`config.mk`:
```
export PLATFORM = sky130hd
export DESIGN_NAME = rfsm_regs
export DESIGN_NICKNAME = d
export VERILOG_FILES = /design/src/inc/rfsm_pkg.sv /design/src/inc/rfsm_check_if.sv /design/src/logic/rfsm_mask_gate.sv /design/src/logic/rfsm_regs.sv
export SDC_FILE = /design/constraint.sdc
export NUM_CORES = 1
export LEC_CHECK = 0
export BUFFER_PORTS_ARGS = -buffer_cell sky130_fd_sc_hd__buf_2
export CORE_ASPECT_RATIO = 1.1
export CORE_MARGIN = 3
export CORE_UTILIZATION = 30
export CTS_CLUSTER_SIZE = 8
export DETAILED_ROUTE_END_ITERATION = 7
export GPL_TIMING_DRIVEN = 0
export PLACE_DENSITY = 0.55
export SYNTH_ARGS = -nofsm -noshare
export SYNTH_HDL_FRONTEND = slang
export SYNTH_HIERARCHICAL = 1
export SYNTH_SLANG_ARGS = --single-unit
```
`constraint.sdc`:
```
create_clock -name mclk -period 2.15 [get_ports mclk]
set_clock_uncertainty 0.15 [all_clocks]
set_input_delay 0.3225 -clock mclk [delete_from_list [all_inputs] [get_ports mclk]]
set_output_delay 0.3225 -clock mclk [all_outputs]
set_load 0.01 [all_outputs]
```
`src/inc/rfsm_pkg.sv`:
```
// Package for the reference failure status and mask register block.
// Assumes a 16-bit register view on a 32-bit Avalon-MM word bus.
package rfsm_pkg;
  localparam int unsigned RFSM_NUM_REFS = 4;
  localparam int unsigned RFSM_CHECKS = 4;
  localparam int unsigned RFSM_REG_W = 16;
  localparam int unsigned RFSM_ADDR_W = 10;
  // Printed offsets are register indices; byte address is four times the index
  localparam logic [7:0] RFSM_IDX_STATUS = 8'h69;
  localparam logic [7:0] RFSM_IDX_MASK = 8'h6A;
  localparam logic [9:0] RFSM_ADDR_STATUS = {RFSM_IDX_STATUS, 2'b00};
  localparam logic [9:0] RFSM_ADDR_MASK = {RFSM_IDX_MASK, 2'b00};
  // Field positions inside one reference nibble
  localparam int unsigned RFSM_BIT_SINGLE_UPPER = 0;
  localparam int unsigned RFSM_BIT_SINGLE_LOWER = 1;
  localparam int unsigned RFSM_BIT_MULTI_UPPER = 2;
  localparam int unsigned RFSM_BIT_MULTI_LOWER = 3;
  localparam logic [15:0] RFSM_MASK_RESET = 16'h0000;
  localparam logic [15:0] RFSM_STATUS_RESET = 16'h0000;
  localparam logic [31:0] RFSM_UNMAPPED_DATA = 32'h00000000;
  typedef enum logic [1:0] {RFSM_IDLE, RFSM_ANSWER} rfsm_bus_state_t;
endpackage

```
`src/inc/rfsm_check_if.sv`:
```
// Interface carrying raw check results and masks between the register
// block and its per-reference masking stage. Same clock domain throughout.
`timescale 1ns/100ps
interface rfsm_check_if;
  logic [15:0] raw_fail;
  logic [15:0] mask;
  logic [15:0] masked_fail;
  modport regs (output raw_fail, output mask, input masked_fail);
  modport gate (input raw_fail, input mask, output masked_fail);
endinterface

```
`src/logic/rfsm_mask_gate.sv`:
```
// Masking stage: one nibble of checks per reference, a set mask bit forces pass.
// Assumes raw results are already synchronised to mclk.
`timescale 1ns/100ps
module rfsm_mask_gate
(
  rfsm_check_if.gate chk
);
  genvar g;
  // One generate per check bit keeps the nibble layout uniform across references
  generate
    for (g = 0; g < 16; g++)
    begin : g_bit
      assign chk.masked_fail[g] = chk.raw_fail[g] & ~chk.mask[g];
    end
  endgenerate
endmodule // rfsm_mask_gate

```
`src/logic/rfsm_regs.sv`:
```
// Reference failure status and check mask registers on Avalon-MM.
// Holds the two-stage input synchroniser, the live status view, the mask
// register with byte-lane writes and a one-wait-state bus slave.
// Assumes raw check results come from period monitors outside mclk's control,
// so they are synchronised here before use.
// Assumes one master that holds each request until it sees waitrequest low.
//
// Chosen here: the Avalon-MM slave port.
`timescale 1ns/100ps
module rfsm_regs
(
  input wire logic mclk,
  input wire logic reset,
  input wire logic [9:0] avs_address,
  input wire logic avs_read,
  input wire logic avs_write,
  input wire logic [31:0] avs_writedata,
  input wire logic [3:0] avs_byteenable,
  output logic [31:0] avs_readdata,
  output logic avs_waitrequest,
  input wire logic [3:0] ref_single_upper_fail,
  input wire logic [3:0] ref_single_lower_fail,
  input wire logic [3:0] ref_multi_upper_fail,
  input wire logic [3:0] ref_multi_lower_fail,
  output logic [15:0] reference_check_mask
);
  rfsm_check_if chk ();

  // Synchroniser, status, mask and bus answer state
  logic [15:0] sync1_reg, sync1_next;
  logic [15:0] sync2_reg, sync2_next;
  logic [15:0] status_reg, status_next;
  logic [15:0] mask_reg, mask_next;
  logic [31:0] rdata_reg, rdata_next;
  logic wait_reg, wait_next;
  rfsm_pkg::rfsm_bus_state_t state_reg, state_next;
  logic [15:0] raw_pack;

  // Bus decode terms shared by the answer group and the mask group
  logic take_req;
  logic hit_status;
  logic hit_mask;
  logic mask_write;

  // Mask value after the enabled byte lanes of the write data are applied
  logic [15:0] lane_merge;
  genvar lane;

  // Arrange the four check results of each reference into its own nibble
  always_comb
  begin
    raw_pack = 16'h0000;
    for (int r = 0; r < 4; r++)
    begin
      raw_pack[4*r + rfsm_pkg::RFSM_BIT_SINGLE_UPPER] = ref_single_upper_fail[r];
      raw_pack[4*r + rfsm_pkg::RFSM_BIT_SINGLE_LOWER] = ref_single_lower_fail[r];
      raw_pack[4*r + rfsm_pkg::RFSM_BIT_MULTI_UPPER] = ref_multi_upper_fail[r];
      raw_pack[4*r + rfsm_pkg::RFSM_BIT_MULTI_LOWER] = ref_multi_lower_fail[r];
    end
  end

  assign chk.raw_fail = sync2_reg;
  assign chk.mask = mask_reg;

  // Mask stage forces each masked check to pass.
  // The raw result is left untouched, so clearing a mask bit shows it again.
  rfsm_mask_gate rfsm_mask_gate_inst
  (
    .chk(chk.gate)
  );

  // Two-stage synchroniser; first stage feeds only the second
  always_comb
  begin
    sync1_next = raw_pack;
    sync2_next = sync1_reg;
  end

  always_ff @(posedge mclk)
  begin
    if (reset)
    begin
      sync1_reg <= rfsm_pkg::RFSM_STATUS_RESET;
      sync2_reg <= rfsm_pkg::RFSM_STATUS_RESET;
    end
    else
    begin
      sync1_reg <= sync1_next;
      sync2_reg <= sync2_next;
    end
  end

  // Status is a live view of the masked result, never latched.
  // A check that passes again drops its bit three edges later, through the synchroniser; a masked one drops it on the edge after the mask changes.
  always_comb
  begin
    status_next = chk.masked_fail;
  end

  // Status register; reads see it one cycle after the mask stage
  // because the bus answer is taken from this flop, not from the gate
  always_ff @(posedge mclk)
  begin
    if (reset)
      status_reg <= rfsm_pkg::RFSM_STATUS_RESET;
    else
      status_reg <= status_next;
  end

  // Address decode. Only the idle state takes a request, so a request that
  // is still held during the answer cycle is never taken a second time.
  always_comb
  begin
    take_req = (avs_read || avs_write) && (state_reg == rfsm_pkg::RFSM_IDLE);
    hit_status = (avs_address == rfsm_pkg::RFSM_ADDR_STATUS);
    hit_mask = (avs_address == rfsm_pkg::RFSM_ADDR_MASK);
    // The write lands on the answer edge, the one edge the master counts
    mask_write = (state_reg == rfsm_pkg::RFSM_ANSWER) && avs_write && hit_mask;
  end

  // Byte lanes 0 and 1 cover the 16-bit mask; lanes 2 and 3 have no storage
  // behind them and are dropped without an error response
  generate
    for (lane = 0; lane < 2; lane++)
    begin : g_lane
      assign lane_merge[8*lane +: 8] = avs_byteenable[lane] ? avs_writedata[8*lane +: 8]
        : mask_reg[8*lane +: 8];
    end
  endgenerate

  // Mask register group. Writes to the status offset land nowhere, since
  // status is read-only; they are still answered so the master never hangs.
  always_comb
  begin
    mask_next = mask_reg;
    if (mask_write)
      mask_next = lane_merge;
  end

  // Mask register; resets to all checks live
  always_ff @(posedge mclk)
  begin
    if (reset)
      mask_reg <= rfsm_pkg::RFSM_MASK_RESET;
    else
      mask_reg <= mask_next;
  end

  // Bus slave: one wait cycle, then answer with waitrequest low.
  // The extra cycle lets readdata come from a flop without a combinational path.
  // Unmapped reads answer zero rather than stall, at the cost of no error flag.
  always_comb
  begin
    state_next = state_reg;
    wait_next = 1'b1;
    rdata_next = rdata_reg;
    case (state_reg)
      rfsm_pkg::RFSM_IDLE:
      begin
        if (take_req)
        begin
          state_next = rfsm_pkg::RFSM_ANSWER;
          wait_next = 1'b0;
          rdata_next = rfsm_pkg::RFSM_UNMAPPED_DATA;
          if (avs_read && hit_status)
            rdata_next = {16'h0000, status_reg};
          else if (avs_read && hit_mask)
            rdata_next = {16'h0000, mask_reg};
        end
      end
      rfsm_pkg::RFSM_ANSWER:
      begin
        // Back to rest; the master releases its request on this edge
        state_next = rfsm_pkg::RFSM_IDLE;
        wait_next = 1'b1;
      end
      default:
      begin
        state_next = rfsm_pkg::RFSM_IDLE;
      end
    endcase
  end

  // Bus answer registers; waitrequest rests high so an early request waits
  always_ff @(posedge mclk)
  begin
    if (reset)
    begin
      state_reg <= rfsm_pkg::RFSM_IDLE;
      wait_reg <= 1'b1;
      rdata_reg <= rfsm_pkg::RFSM_UNMAPPED_DATA;
    end
    else
    begin
      state_reg <= state_next;
      wait_reg <= wait_next;
      rdata_reg <= rdata_next;
    end
  end

  // Outputs come straight from registers, with no logic after the flops
  assign avs_readdata = rdata_reg;
  assign avs_waitrequest = wait_reg;
  assign reference_check_mask = mask_reg;
endmodule // rfsm_regs

```
==> results of run 1 <==
==> synth_stat cells <==
cell / count
nor2_1: 35
nand2b_1: 2
clkbuf_1: 10
or4b_4: 1
nor2b_4: 16
and4b_1: 1
nor3_1: 6
nor4b_1: 1
buf_6: 2
nand4bb_1: 1
buf_2: 1
a221oi_1: 6
a221oi_2: 10
nor4bb_1: 1
dfxtp_1: 82
inv_1: 2
nor4_4: 2
nor3_2: 10
buf_4: 17
mux2i_1: 16
nor2b_1: 48
conb_1: 1
or2_2: 1
nand4_1: 2
==> power by group <==
part	total (W)	leakage (nW)	switching (W)	internal (W)
Combinational	0.000288	1.08	0.000145	0.000144
Sequential	0.00160	0.672	0.0000212	0.00158
Clock	0.00123	0.109	0.000542	0.000687
Total	0.00312	1.86	0.000708	0.00241
==> cells by family after synthesis <==
kind of cell    after synthesis  share of synthesized area (%)
buf+inv                      32                           6.42
mux                          16                           5.14
other cells                   1                          0.120
flops                        82                           52.6
simple gates                127                           29.2
compound gates               16                           6.50
==> cell type report <==
| type | instances | area share (%) |
|---|---|---|
| sequential | 82 | 41.6 |
| multi-input combinational | 175 | 33.8 |
| timing repair buffer | 79 | 10.0 |
| buffer | 30 | 4.88 |
| tap | 120 | 3.80 |
| clock buffer | 10 | 3.49 |
| clock inverter | 6 | 2.25 |
| inverter | 2 | 0.190 |
==> path summary, 6_finish.rpt <==
path	from	end	slack, ns	depth (start not counted)
min	ref_single_upper_fail[0]	sync1_reg[0]	0.03	2
max	avs_address[9]	avs_readdata[13]	0.30	6
min reg2reg	sync1_reg[0]	chk.raw_fail[0]	0.29	1
max reg2reg	state_reg[0]	reference_check_mask[11]	0.31	4
==> routing by layer <==
layer / vias up / share of wire (%) / track usage, % / routed length, um
met5: - / 0 / 0 / 0
met4: 0 / 1.7 / 4.66 / 114
met3: 7 / 6.5 / 3.64 / 425
met2: 62 / 48 / 19.3 / 3190
met1: 923 / 43 / 14.0 / 2860
li1: 1095 / - / - / -
==> stage by stage <==
stage	worst slack (ns)	std cells	TNS [ns]	util (%)	instance area (um2)
3_3_place_gp	-0.0391	488	-0.299	37.3	3720
3_5_place_dp	-0.0663	488	-0.730	37.3	3720
5_1_grt	0.0851	504	0	39.5	3950
4_1_cts	0.250	504	0	39.5	3950
2_1_floorplan	0.261	289	0	-	3170
6_report	0.299	504	0	39.5	3950
==> results.sh, run 1 <==
export IMPL_synth_seq_area_share_pct=52.6
export IMPL_synth_cell_types=24
export IMPL_path_delay_family="simple AND/OR/NAND/NOR gates"
export IMPL_timing_worst_slew_pin_value_ns=0.700
export IMPL_area_taken_by_multi_input_logic_gates_um2=1330
export IMPL_report_power_total_w=0.00312
export IMPL_final_min_period_over_clock_period_pct=86.1
export IMPL_area_overhead_of_the_layout_relative_to_synthesis_pct=26.6
export IMPL_p_per_area_nw_per_um2=790
export IMPL_htree_levels=3
export IMPL_synthDominantAreaCellType="dfxtp_1"
export IMPL_post_dr_vias_cell=4.14
export IMPL_route_detailed_wl_per_inst_um=13.1
export IMPL_core_area_um2=9980
export IMPL_count_of_hold_fix_buffers_inserted_at_cts=0
export IMPL_ys_warnings_count=6
export IMPL_worstSetupStartpointType="input port"
export IMPL_grt_pass1_wl_um=10400
export IMPL_grt_antenna_before_repair=0
export IMPL_timing_critical_path_to_type="flip-flop"
export IMPL_synth_top_cells_by_area="dfxtp_1 (53%), nor2b_1 (9.6%), nor2b_4 (7.1%), mux2i_1 (5.1%), a221oi_2 (4.8%)"
export IMPL_grt_max_degree=15
export IMPL_setup_repair_after_global_routing_missed_its_margin="no"
export IMPL_timing_final_max_slew_violations=0
export IMPL_remaining_drc_errors=0
export IMPL_post_synth_instance_area_um2=3120
export IMPL_initialDrtViolationCount=84
export IMPL_post_route_cells_drive_above_1_share_pct=40.4
export IMPL_syn_mean_instance_area_um2=11.4
export IMPL_groute_usage_overall_pct=11.7
export IMPL_crit_type="input port to flip-flop"
export IMPL_mostFrequentLayoutCell="dfxtp_1"
export IMPL_finalWeightedCongestion=0.690
export IMPL_die_w_um=103
export IMPL_cts_setup_buffers=0
export IMPL_clk_root_buffer_cell="clkbuf_8"
export IMPL_hold_viol=0
export IMPL_leakagePower_nw=1.86
export IMPL_via_count=2087
export IMPL_filler_cells=1035
export IMPL_max_cap_violations=0
export IMPL_fin_hold_ws_ns=0.0348
export IMPL_clkLatencyLatePin_ns=0.34
export IMPL_rows=38
export IMPL_timing_critical_path_arrival_ns=1.98
export IMPL_design_final_nets=445
export IMPL_firstDrtPassIters=4
export IMPL_setup_viol=0
export IMPL_area_sequential_um2=1640
export IMPL_detailed_place_hpwl_um=4950
export IMPL_min_delay_path_class="input port to flip-flop"
export IMPL_cts_tree="yes"
export IMPL_design_die_area_um2=11700
export IMPL_ioPinCount=115
export IMPL_power_ir_vdd_worst_mv=0.269
export IMPL_timing_critical_path_buf_inv=2
export IMPL_maximum_single_stage_delay_on_the_critical_path_ns=0.57
export IMPL_fmax_ghz=0.540
export IMPL_worst_setup_hold_path_clk_slew_ns=0.08
export IMPL_total_global_routing_overflow=0
export IMPL_routed_wl_um=6590
export IMPL_crit_path_max_fanout=10
export IMPL_synthCells=274
export IMPL_clk_sinks=82
export IMPL_fin_crit_ns=1.85
export IMPL_cts_inserted_buffers=9
export IMPL_antenna_cells_inserted=0
export IMPL_io_buffers=79
export IMPL_clockBufferDepth=2
export IMPL_floorplan_die_height_um=113
export IMPL_synth_ff_latch_count=82
export IMPL_area_share_of_the_largest_cell_type_after_synthesis_pct=52.6
export IMPL_drt_antenna_violating_nets=0
export IMPL_cp_slowest_cell="or4b_4"
export IMPL_timing_critical_path_required_ns=2.28
export IMPL_post_cts_resized=0
export IMPL_layout_common_cells="dfxtp_1 (82), buf_2 (80), nor2b_1 (48), nor2_1 (35), buf_4 (17)"
export IMPL_vias_in_the_first_global_route=2070
export IMPL_max_slew_margin_pct=53.2
export IMPL_starting_density_of_the_core_pct=31.2
export IMPL_path_cells="buf_2 > or4b_4 > nor4_4 > buf_6 > a221oi_2 > nor3_2"
export IMPL_status="complete, no violations"
No activity file was read; power rests on OpenSTA's default activity.
==> inputs of run 2 (changes only) <==
--- a/config.mk
+++ b/config.mk
@@ -12,8 +12,7 @@
 export CTS_CLUSTER_SIZE = 8
 export DETAILED_ROUTE_END_ITERATION = 7
 export GPL_TIMING_DRIVEN = 0
-export PLACE_DENSITY = 0.55
+export PLACE_DENSITY = 0.56
 export SYNTH_ARGS = -nofsm -noshare
 export SYNTH_HDL_FRONTEND = slang
-export SYNTH_HIERARCHICAL = 1
 export SYNTH_SLANG_ARGS = --single-unit
==> run 2 against run 1 <==
  * Critical path type is now flip-flop to flip-flop
  * Via count fell by 2.5%
  * Maximum frequency rose by 15%
  * Final area fell by 5.5%
  * Highest routed layer unchanged
  * Die area fell by 5.7%
  * Clock power fell by 9.8%
  * Count of clock-buffer cells in the layout fell by 1
  * Critical endpoint is now avs_readdata[12]
  * Global-route usage fell by 0.087 points
==> results.sh, run 2 <==
export IMPL_path_cells="or2_2 > buf_2 > buf_4 > a221oi_2 > nor3_2"
export IMPL_worstSetupStartpointType="flip-flop"
export IMPL_detailedPlace_worstSlack_ns=0.240
export IMPL_timing_final_max_slew_violations=0
export IMPL_setup_repair_after_global_routing_missed_its_margin="no"
export IMPL_critical_path_reg2reg_startpoint="state_reg[0]"
export IMPL_io_buffers=79
export IMPL_fin_crit_ns=1.61
export IMPL_cts_tree="yes"
export IMPL_synth_ff_latch_count=82
export IMPL_timing_critical_path_to_type="flip-flop"
export IMPL_post_synth_instance_area_um2=2930
export IMPL_post_route_worst_setup_slack_ns=0.544
export IMPL_design_die_area_um2=11000
export IMPL_reg2reg_depth=5
export IMPL_area_overhead_of_the_layout_relative_to_synthesis_pct=27.3
export IMPL_max_slew_margin_pct=57.7
export IMPL_setup_viol=0
export IMPL_worst_setup_hold_path_clk_slew_ns=0.08
export IMPL_initialDrtViolationCount=54
export IMPL_finalCoreUtilization_pct=39.5
export IMPL_maximum_single_stage_delay_on_the_critical_path_ns=0.32
export IMPL_crit_type="flip-flop to flip-flop"
export IMPL_grt_pass1_wl_um=9730
export IMPL_grt_antenna_before_repair=0
export IMPL_vias_in_the_first_global_route=1914
export IMPL_filler_cells=976
export IMPL_htree_levels=3
export IMPL_mostFrequentLayoutCell="dfxtp_1"
export IMPL_synthTopCellsByCount="dfxtp_1 (82), nor2_1 (35), nor2b_1 (34)"
export IMPL_design_final_nets=428
export IMPL_timing_critical_path_required_ns=2.21
export IMPL_holdPathEnd="sync1_reg[9]"
export IMPL_syn_mean_instance_area_um2=11.4
export IMPL_dp_cells=468
export IMPL_async_flop_share_pct=0
export IMPL_timing_critical_path_arrival_ns=1.67
export IMPL_min_delay_path_class="input port to flip-flop"
export IMPL_ioPinCount=115
export IMPL_synth_cell_types=24
export IMPL_routed_wl_um=6310
export IMPL_grt_max_degree=16
export IMPL_synth_edf_count=0
export IMPL_hold_viol=0
export IMPL_power_ir_vdd_worst_mv=0.349
export IMPL_groute_usage_overall_pct=11.6
export IMPL_max_cap_violations=0
export IMPL_p_per_area_nw_per_um2=798
export IMPL_drt_antenna_violating_nets=0
export IMPL_final_min_period_over_clock_period_pct=74.7
export IMPL_core_area_um2=9440
export IMPL_crit_path_max_fanout=10
export IMPL_cts_setup_buffers=0
export IMPL_yosysMostFrequentCell="dfxtp_1"
export IMPL_fmax_ghz=0.623
export IMPL_postSynth_topFlopCell="dfxtp_1"
export IMPL_setup_reg_to_reg_worst_slack_ns=0.54
export IMPL_synth_top_cells_by_area="dfxtp_1 (56%), nor2b_1 (7.3%), mux2i_1 (5.5%), a221oi_2 (5.1%), nor2_1 (4.5%)"
export IMPL_synthDominantAreaCellType="dfxtp_1"
export IMPL_ys_warnings_count=0
export IMPL_clkLatencyLatePin_ns=0.34
export IMPL_rr_endpoint="avs_readdata[12]"
export IMPL_synthCells=257
export IMPL_status="complete, no violations"
export IMPL_starting_density_of_the_core_pct=31.0
export IMPL_die_w_um=100
export IMPL_cts_inserted_buffers=9
export IMPL_hold_start="ref_single_lower_fail[2]"
export IMPL_path_delay_family="buffers and inverters"
export IMPL_floorplan_die_height_um=110
export IMPL_total_global_routing_overflow=0
export IMPL_layout_common_cells="dfxtp_1 (82), buf_2 (80), nor2_1 (35), nor2b_1 (34), buf_4 (17)"
export IMPL_post_dr_vias_cell=4.20
export IMPL_detailed_place_hpwl_um=4770
export IMPL_min_delay_path_depth=2
export IMPL_synth_seq_area_share_pct=56.0
export IMPL_fin_tns_setup_ns=0
export IMPL_cp_slowest_cell="dfxtp_1"
export IMPL_via_count=2035
export IMPL_cp_depth=5
export IMPL_timing_critical_path_buf_inv=2
export IMPL_area_share_of_the_largest_cell_type_after_synthesis_pct=56.0
export IMPL_clockBufferDepth=2
export IMPL_firstDrtPassIters=4
export IMPL_timing_worst_slew_pin_value_ns=0.634
export IMPL_leakagePower_nw=1.79
export IMPL_remaining_drc_errors=0
export IMPL_antenna_cells_inserted=0
export IMPL_finalWeightedCongestion=0.733
export IMPL_clk_sinks=82
export IMPL_count_of_hold_fix_buffers_inserted_at_cts=0
export IMPL_route_detailed_wl_per_inst_um=13.0
export IMPL_post_cts_resized=0
export IMPL_rows=37
export IMPL_final_instance_count_excl_fill=484
export IMPL_post_route_cells_drive_above_1_share_pct=38.7
export IMPL_clk_root_buffer_cell="clkbuf_8"
## run 2: cell count changes in the layout (fill, tap and decap cells not counted), moves of 2 or more
cell	before	now
inv_6	1	3
nor2b_4	16	0
nor4_4	2	0
nand4_1	2	0
nor2b_1	48	34
nand2b_1	2	0
and4_1	0	2
nand4_2	0	2
nor3b_1	0	16
## run 2: worst max-delay path by stage
stage / from / end / slack [ns]
after floorplan: avs_address[6] / avs_readdata[10] / 0.52
after global placement: avs_address[9] / reference_check_mask[8] / 0.26
after detailed placement: avs_address[9] / reference_check_mask[9] / 0.24
after CTS: state_reg[0] / reference_check_mask[9] / 0.50
after global routing: state_reg[0] / reference_check_mask[14] / 0.40
final: state_reg[0] / avs_readdata[12] / 0.54
## run 2: metal layers
layer	part of all wire [%]	wire length, um	track usage (%)
met4	1.4	91	5.20
met3	6.9	434	3.17
met2	47	2970	18.9
met1	45	2810	14.3
met5	0	0	0
## run 2: metrics by stage
step	hold slack, ns	cell area (um2)	power [W]
CTS	0.0158	3730	0.00301
global placement	0.274	3530	0.00190
detailed placement	0.274	3530	0.00190
global route	0.0250	3730	0.00311
floorplan	0.264	2990	0.00180
finish	0.0322	3730	0.00298
## run 2: kinds of logic (layout without fill, tap and decap cells)
kind of cell | after synthesis | after routing | synth area share [%]
other cells | 1 | 16 | 0.128
compound gates | 16 | 16 | 6.92
flops | 82 | 82 | 56.0
buf+inv | 33 | 128 | 7.90
simple gates | 109 | 109 | 23.5
mux | 16 | 16 | 5.47
## run 2: area by class of cell
| class | count | area [um2] | share of cell area [%] |
|---|---|---|---|
| sequential | 82 | 1640 | 44.0 |
| multi-input combinational | 157 | 1110 | 29.8 |
| timing repair buffer | 79 | 395 | 10.6 |
| buffer | 32 | 228 | 6.11 |
| tap | 117 | 146 | 3.93 |
| clock buffer | 9 | 124 | 3.32 |
| clock inverter | 7 | 76.3 | 2.05 |
| inverter | 1 | 3.75 | 0.101 |
## run 2: where the power goes
group | switching, W | internal (W) | leakage [nW]
Clock | 0.000566 | 0.000546 | 0.0966
Sequential | 0.0000199 | 0.00158 | 0.672
Combinational | 0.000139 | 0.000127 | 1.02
==> inputs of run 3 (changes only) <==
==> constraint.sdc (replaced) <==
create_clock -name mclk -period 1.7 [get_ports mclk]
set_clock_uncertainty 0.15 [all_clocks]
set_input_delay 0.255 -clock mclk [delete_from_list [all_inputs] [get_ports mclk]]
set_output_delay 0.255 -clock mclk [all_outputs]
set_load 0.01 [all_outputs]
==> run 3 against run 2 <==
  * The run now ends with hold timing left
  * Sequential power increased by 26%
  * Power increased by 28%
  * Maximum frequency increased by 0.57%
  * Count of clock-buffer cells in the layout unchanged
  * Non-clock buffer count is 26 higher
  * Core utilization is 3.0 points higher
  * Via count rose by 3.6%
  * Die area unchanged
  * Wire length grew 4.3%
  * First-iteration DRC count rose by 17%
  * Cell count increased by 5.4%
  * Final area is 7.5% higher
  * Critical path type unchanged
  * Critical endpoint unchanged
  * Largest cell class unchanged
  * Largest power group unchanged
  * Highest routed layer unchanged
==> results.sh, run 3 (same netlist as run 2, synthesis figures left out) <==
export IMPL_floorplan_die_height_um=110
export IMPL_cts_inserted_buffers=9
export IMPL_post_route_worst_setup_slack_ns=0.103
export IMPL_timing_critical_path_required_ns=1.77
export IMPL_grt_pass1_wl_um=10200
export IMPL_timing_critical_path_to_type="flip-flop"
export IMPL_total_global_routing_overflow=0
export IMPL_grt_max_degree=16
export IMPL_final_min_period_over_clock_period_pct=93.9
export IMPL_worst_setup_hold_path_clk_slew_ns=0.09
export IMPL_starting_density_of_the_core_pct=31.0
export IMPL_post_route_cells_drive_above_1_share_pct=36.4
export IMPL_max_cap_violations=0
export IMPL_design_final_nets=454
export IMPL_route_detailed_wl_per_inst_um=12.9
export IMPL_intPower_w=0.00289
export IMPL_path_delay_family="buffers and inverters"
export IMPL_fin_hold_ws_ns=-0.000469
export IMPL_initialDrtViolationCount=63
export IMPL_grt_antenna_before_repair=0
export IMPL_mostFrequentLayoutCell="dfxtp_1"
export IMPL_path_cells="or2_2 > buf_2 > buf_4 > a221oi_2 > nor3_2"
export IMPL_ioPinCount=115
export IMPL_clk_root_buffer_cell="clkbuf_8"
export IMPL_cts_tree="yes"
export IMPL_io_buffers=79
export IMPL_drt_antenna_violating_nets=0
export IMPL_cp_slowest_cell="dfxtp_1"
export IMPL_clkLatencyLatePin_ns=0.34
export IMPL_design_area_um2=4010
export IMPL_clk_sinks=82
export IMPL_firstDrtPassIters=4
export IMPL_timing_final_max_slew_violations=0
export IMPL_min_delay_path_class="input port to flip-flop"
export IMPL_groute_usage_overall_pct=12.1
export IMPL_design_die_area_um2=11000
export IMPL_finalWeightedCongestion=0.733
export IMPL_area_overhead_of_the_layout_relative_to_synthesis_pct=36.8
export IMPL_power_frac_comb_pct=10.1
export IMPL_leakagePower_nw=1.89
export IMPL_maximum_single_stage_delay_on_the_critical_path_ns=0.32
export IMPL_htree_levels=3
export IMPL_status="complete, but fails checks"
export IMPL_share_clk_of_total_power_pct=36.9
export IMPL_timing_critical_path_buf_inv=2
export IMPL_fmax_ghz=0.626
export IMPL_antenna_cells_inserted=0
export IMPL_setup_viol=0
export IMPL_violations_in_the_final_reports="hold timing"
export IMPL_layout_common_cells="dfxtp_1 (82), buf_2 (80), nor2_1 (35), nor2b_1 (34), dlygate4sd3_1 (26)"
export IMPL_via_count=2109
export IMPL_post_dr_vias_cell=4.14
export IMPL_timing_worst_slew_pin_value_ns=0.635
export IMPL_crit_path_max_fanout=10
export IMPL_setup_repair_after_global_routing_missed_its_margin="no"
export IMPL_clockBufferDepth=2
export IMPL_p_per_area_nw_per_um2=952
export IMPL_timing_critical_path_arrival_ns=1.66
export IMPL_crit_type="flip-flop to flip-flop"
export IMPL_vias_in_the_first_global_route=2023
export IMPL_finalCoreUtilization_pct=42.4
export IMPL_remaining_drc_errors=0
export IMPL_worstSetupStartpointType="flip-flop"
export IMPL_report_power_total_w=0.00381
export IMPL_switching_power_w=0.000927
export IMPL_power_ir_vdd_worst_mv=0.440
export IMPL_placed_cell_area_um2=3530
export IMPL_detailed_place_hpwl_um=4770
export IMPL_detailedPlace_worstSlack_ns=-0.143
export IMPL_fin_crit_ns=1.60
export IMPL_max_slew_margin_pct=57.7
export IMPL_hold_viol=1
export IMPL_sw_frac_of_total_pct=24.3
export IMPL_rows=37
export IMPL_seqPwrFrac_pct=53.0
export IMPL_core_area_um2=9440
export IMPL_die_w_um=100
export IMPL_routed_wl_um=6580
==> run 3: power by group through the flow <==
| stage | Clock, W | Combinational [W] | Sequential, W |
|---|---|---|---|
| after floorplan | 0 | 0.000203 | 0.00207 |
| after global placement | 0 | 0.000335 | 0.00206 |
| after detailed placement | 0 | 0.000339 | 0.00207 |
| after CTS | 0.00144 | 0.000386 | 0.00202 |
| after global routing | 0.00153 | 0.000433 | 0.00203 |
| final | 0.00141 | 0.000386 | 0.00202 |
==> run 3: layout make-up <==
type	count	area, um2
Fill cell	953	5440
Sequential cell	82	1640
Multi-Input combinational cell	157	1130
Timing Repair Buffer	105	656
Buffer	32	229
Tap cell	117	146
Clock buffer	9	124
Clock inverter	7	76.3
Inverter	1	3.75
==> run 3: path summary, 6_finish.rpt <==
| check | from | endpoint | slack, ns | cells after the start |
|---|---|---|---|---|
| max | state_reg[0] | avs_readdata[12] | 0.10 | 5 |
| min | ref_multi_upper_fail[3] | sync1_reg[14] | -0.0005 | 2 |
| max reg2reg | state_reg[0] | avs_readdata[12] | 0.10 | 5 |
| min reg2reg | sync1_reg[4] | chk.raw_fail[4] | 0.29 | 1 |
==> run 3: through the flow <==
stage	TNS, ns	cells
after floorplan	0	272
after global placement	-1.53	468
after detailed placement	-2.19	468
after CTS	0	510
after global routing	0	510
final	0	510
==> run 3: timing repair <==
item                                    CTS  global route
setup buffers                             0             0
hold buffers                             26             0
endpoints found under the setup margin    0            13
gates resized for setup                   0             4
hold endpoints to repair                 26             0
==> run 3: per-layer routing <==
metal / vias up / part of all wire, % / global-route usage, %
met5: - / 0 / 0
met4: 0 / 1.4 / 5.20
met3: 7 / 6.2 / 2.86
met2: 62 / 49 / 20.3
met1: 936 / 43 / 14.9
li1: 1104 / - / -
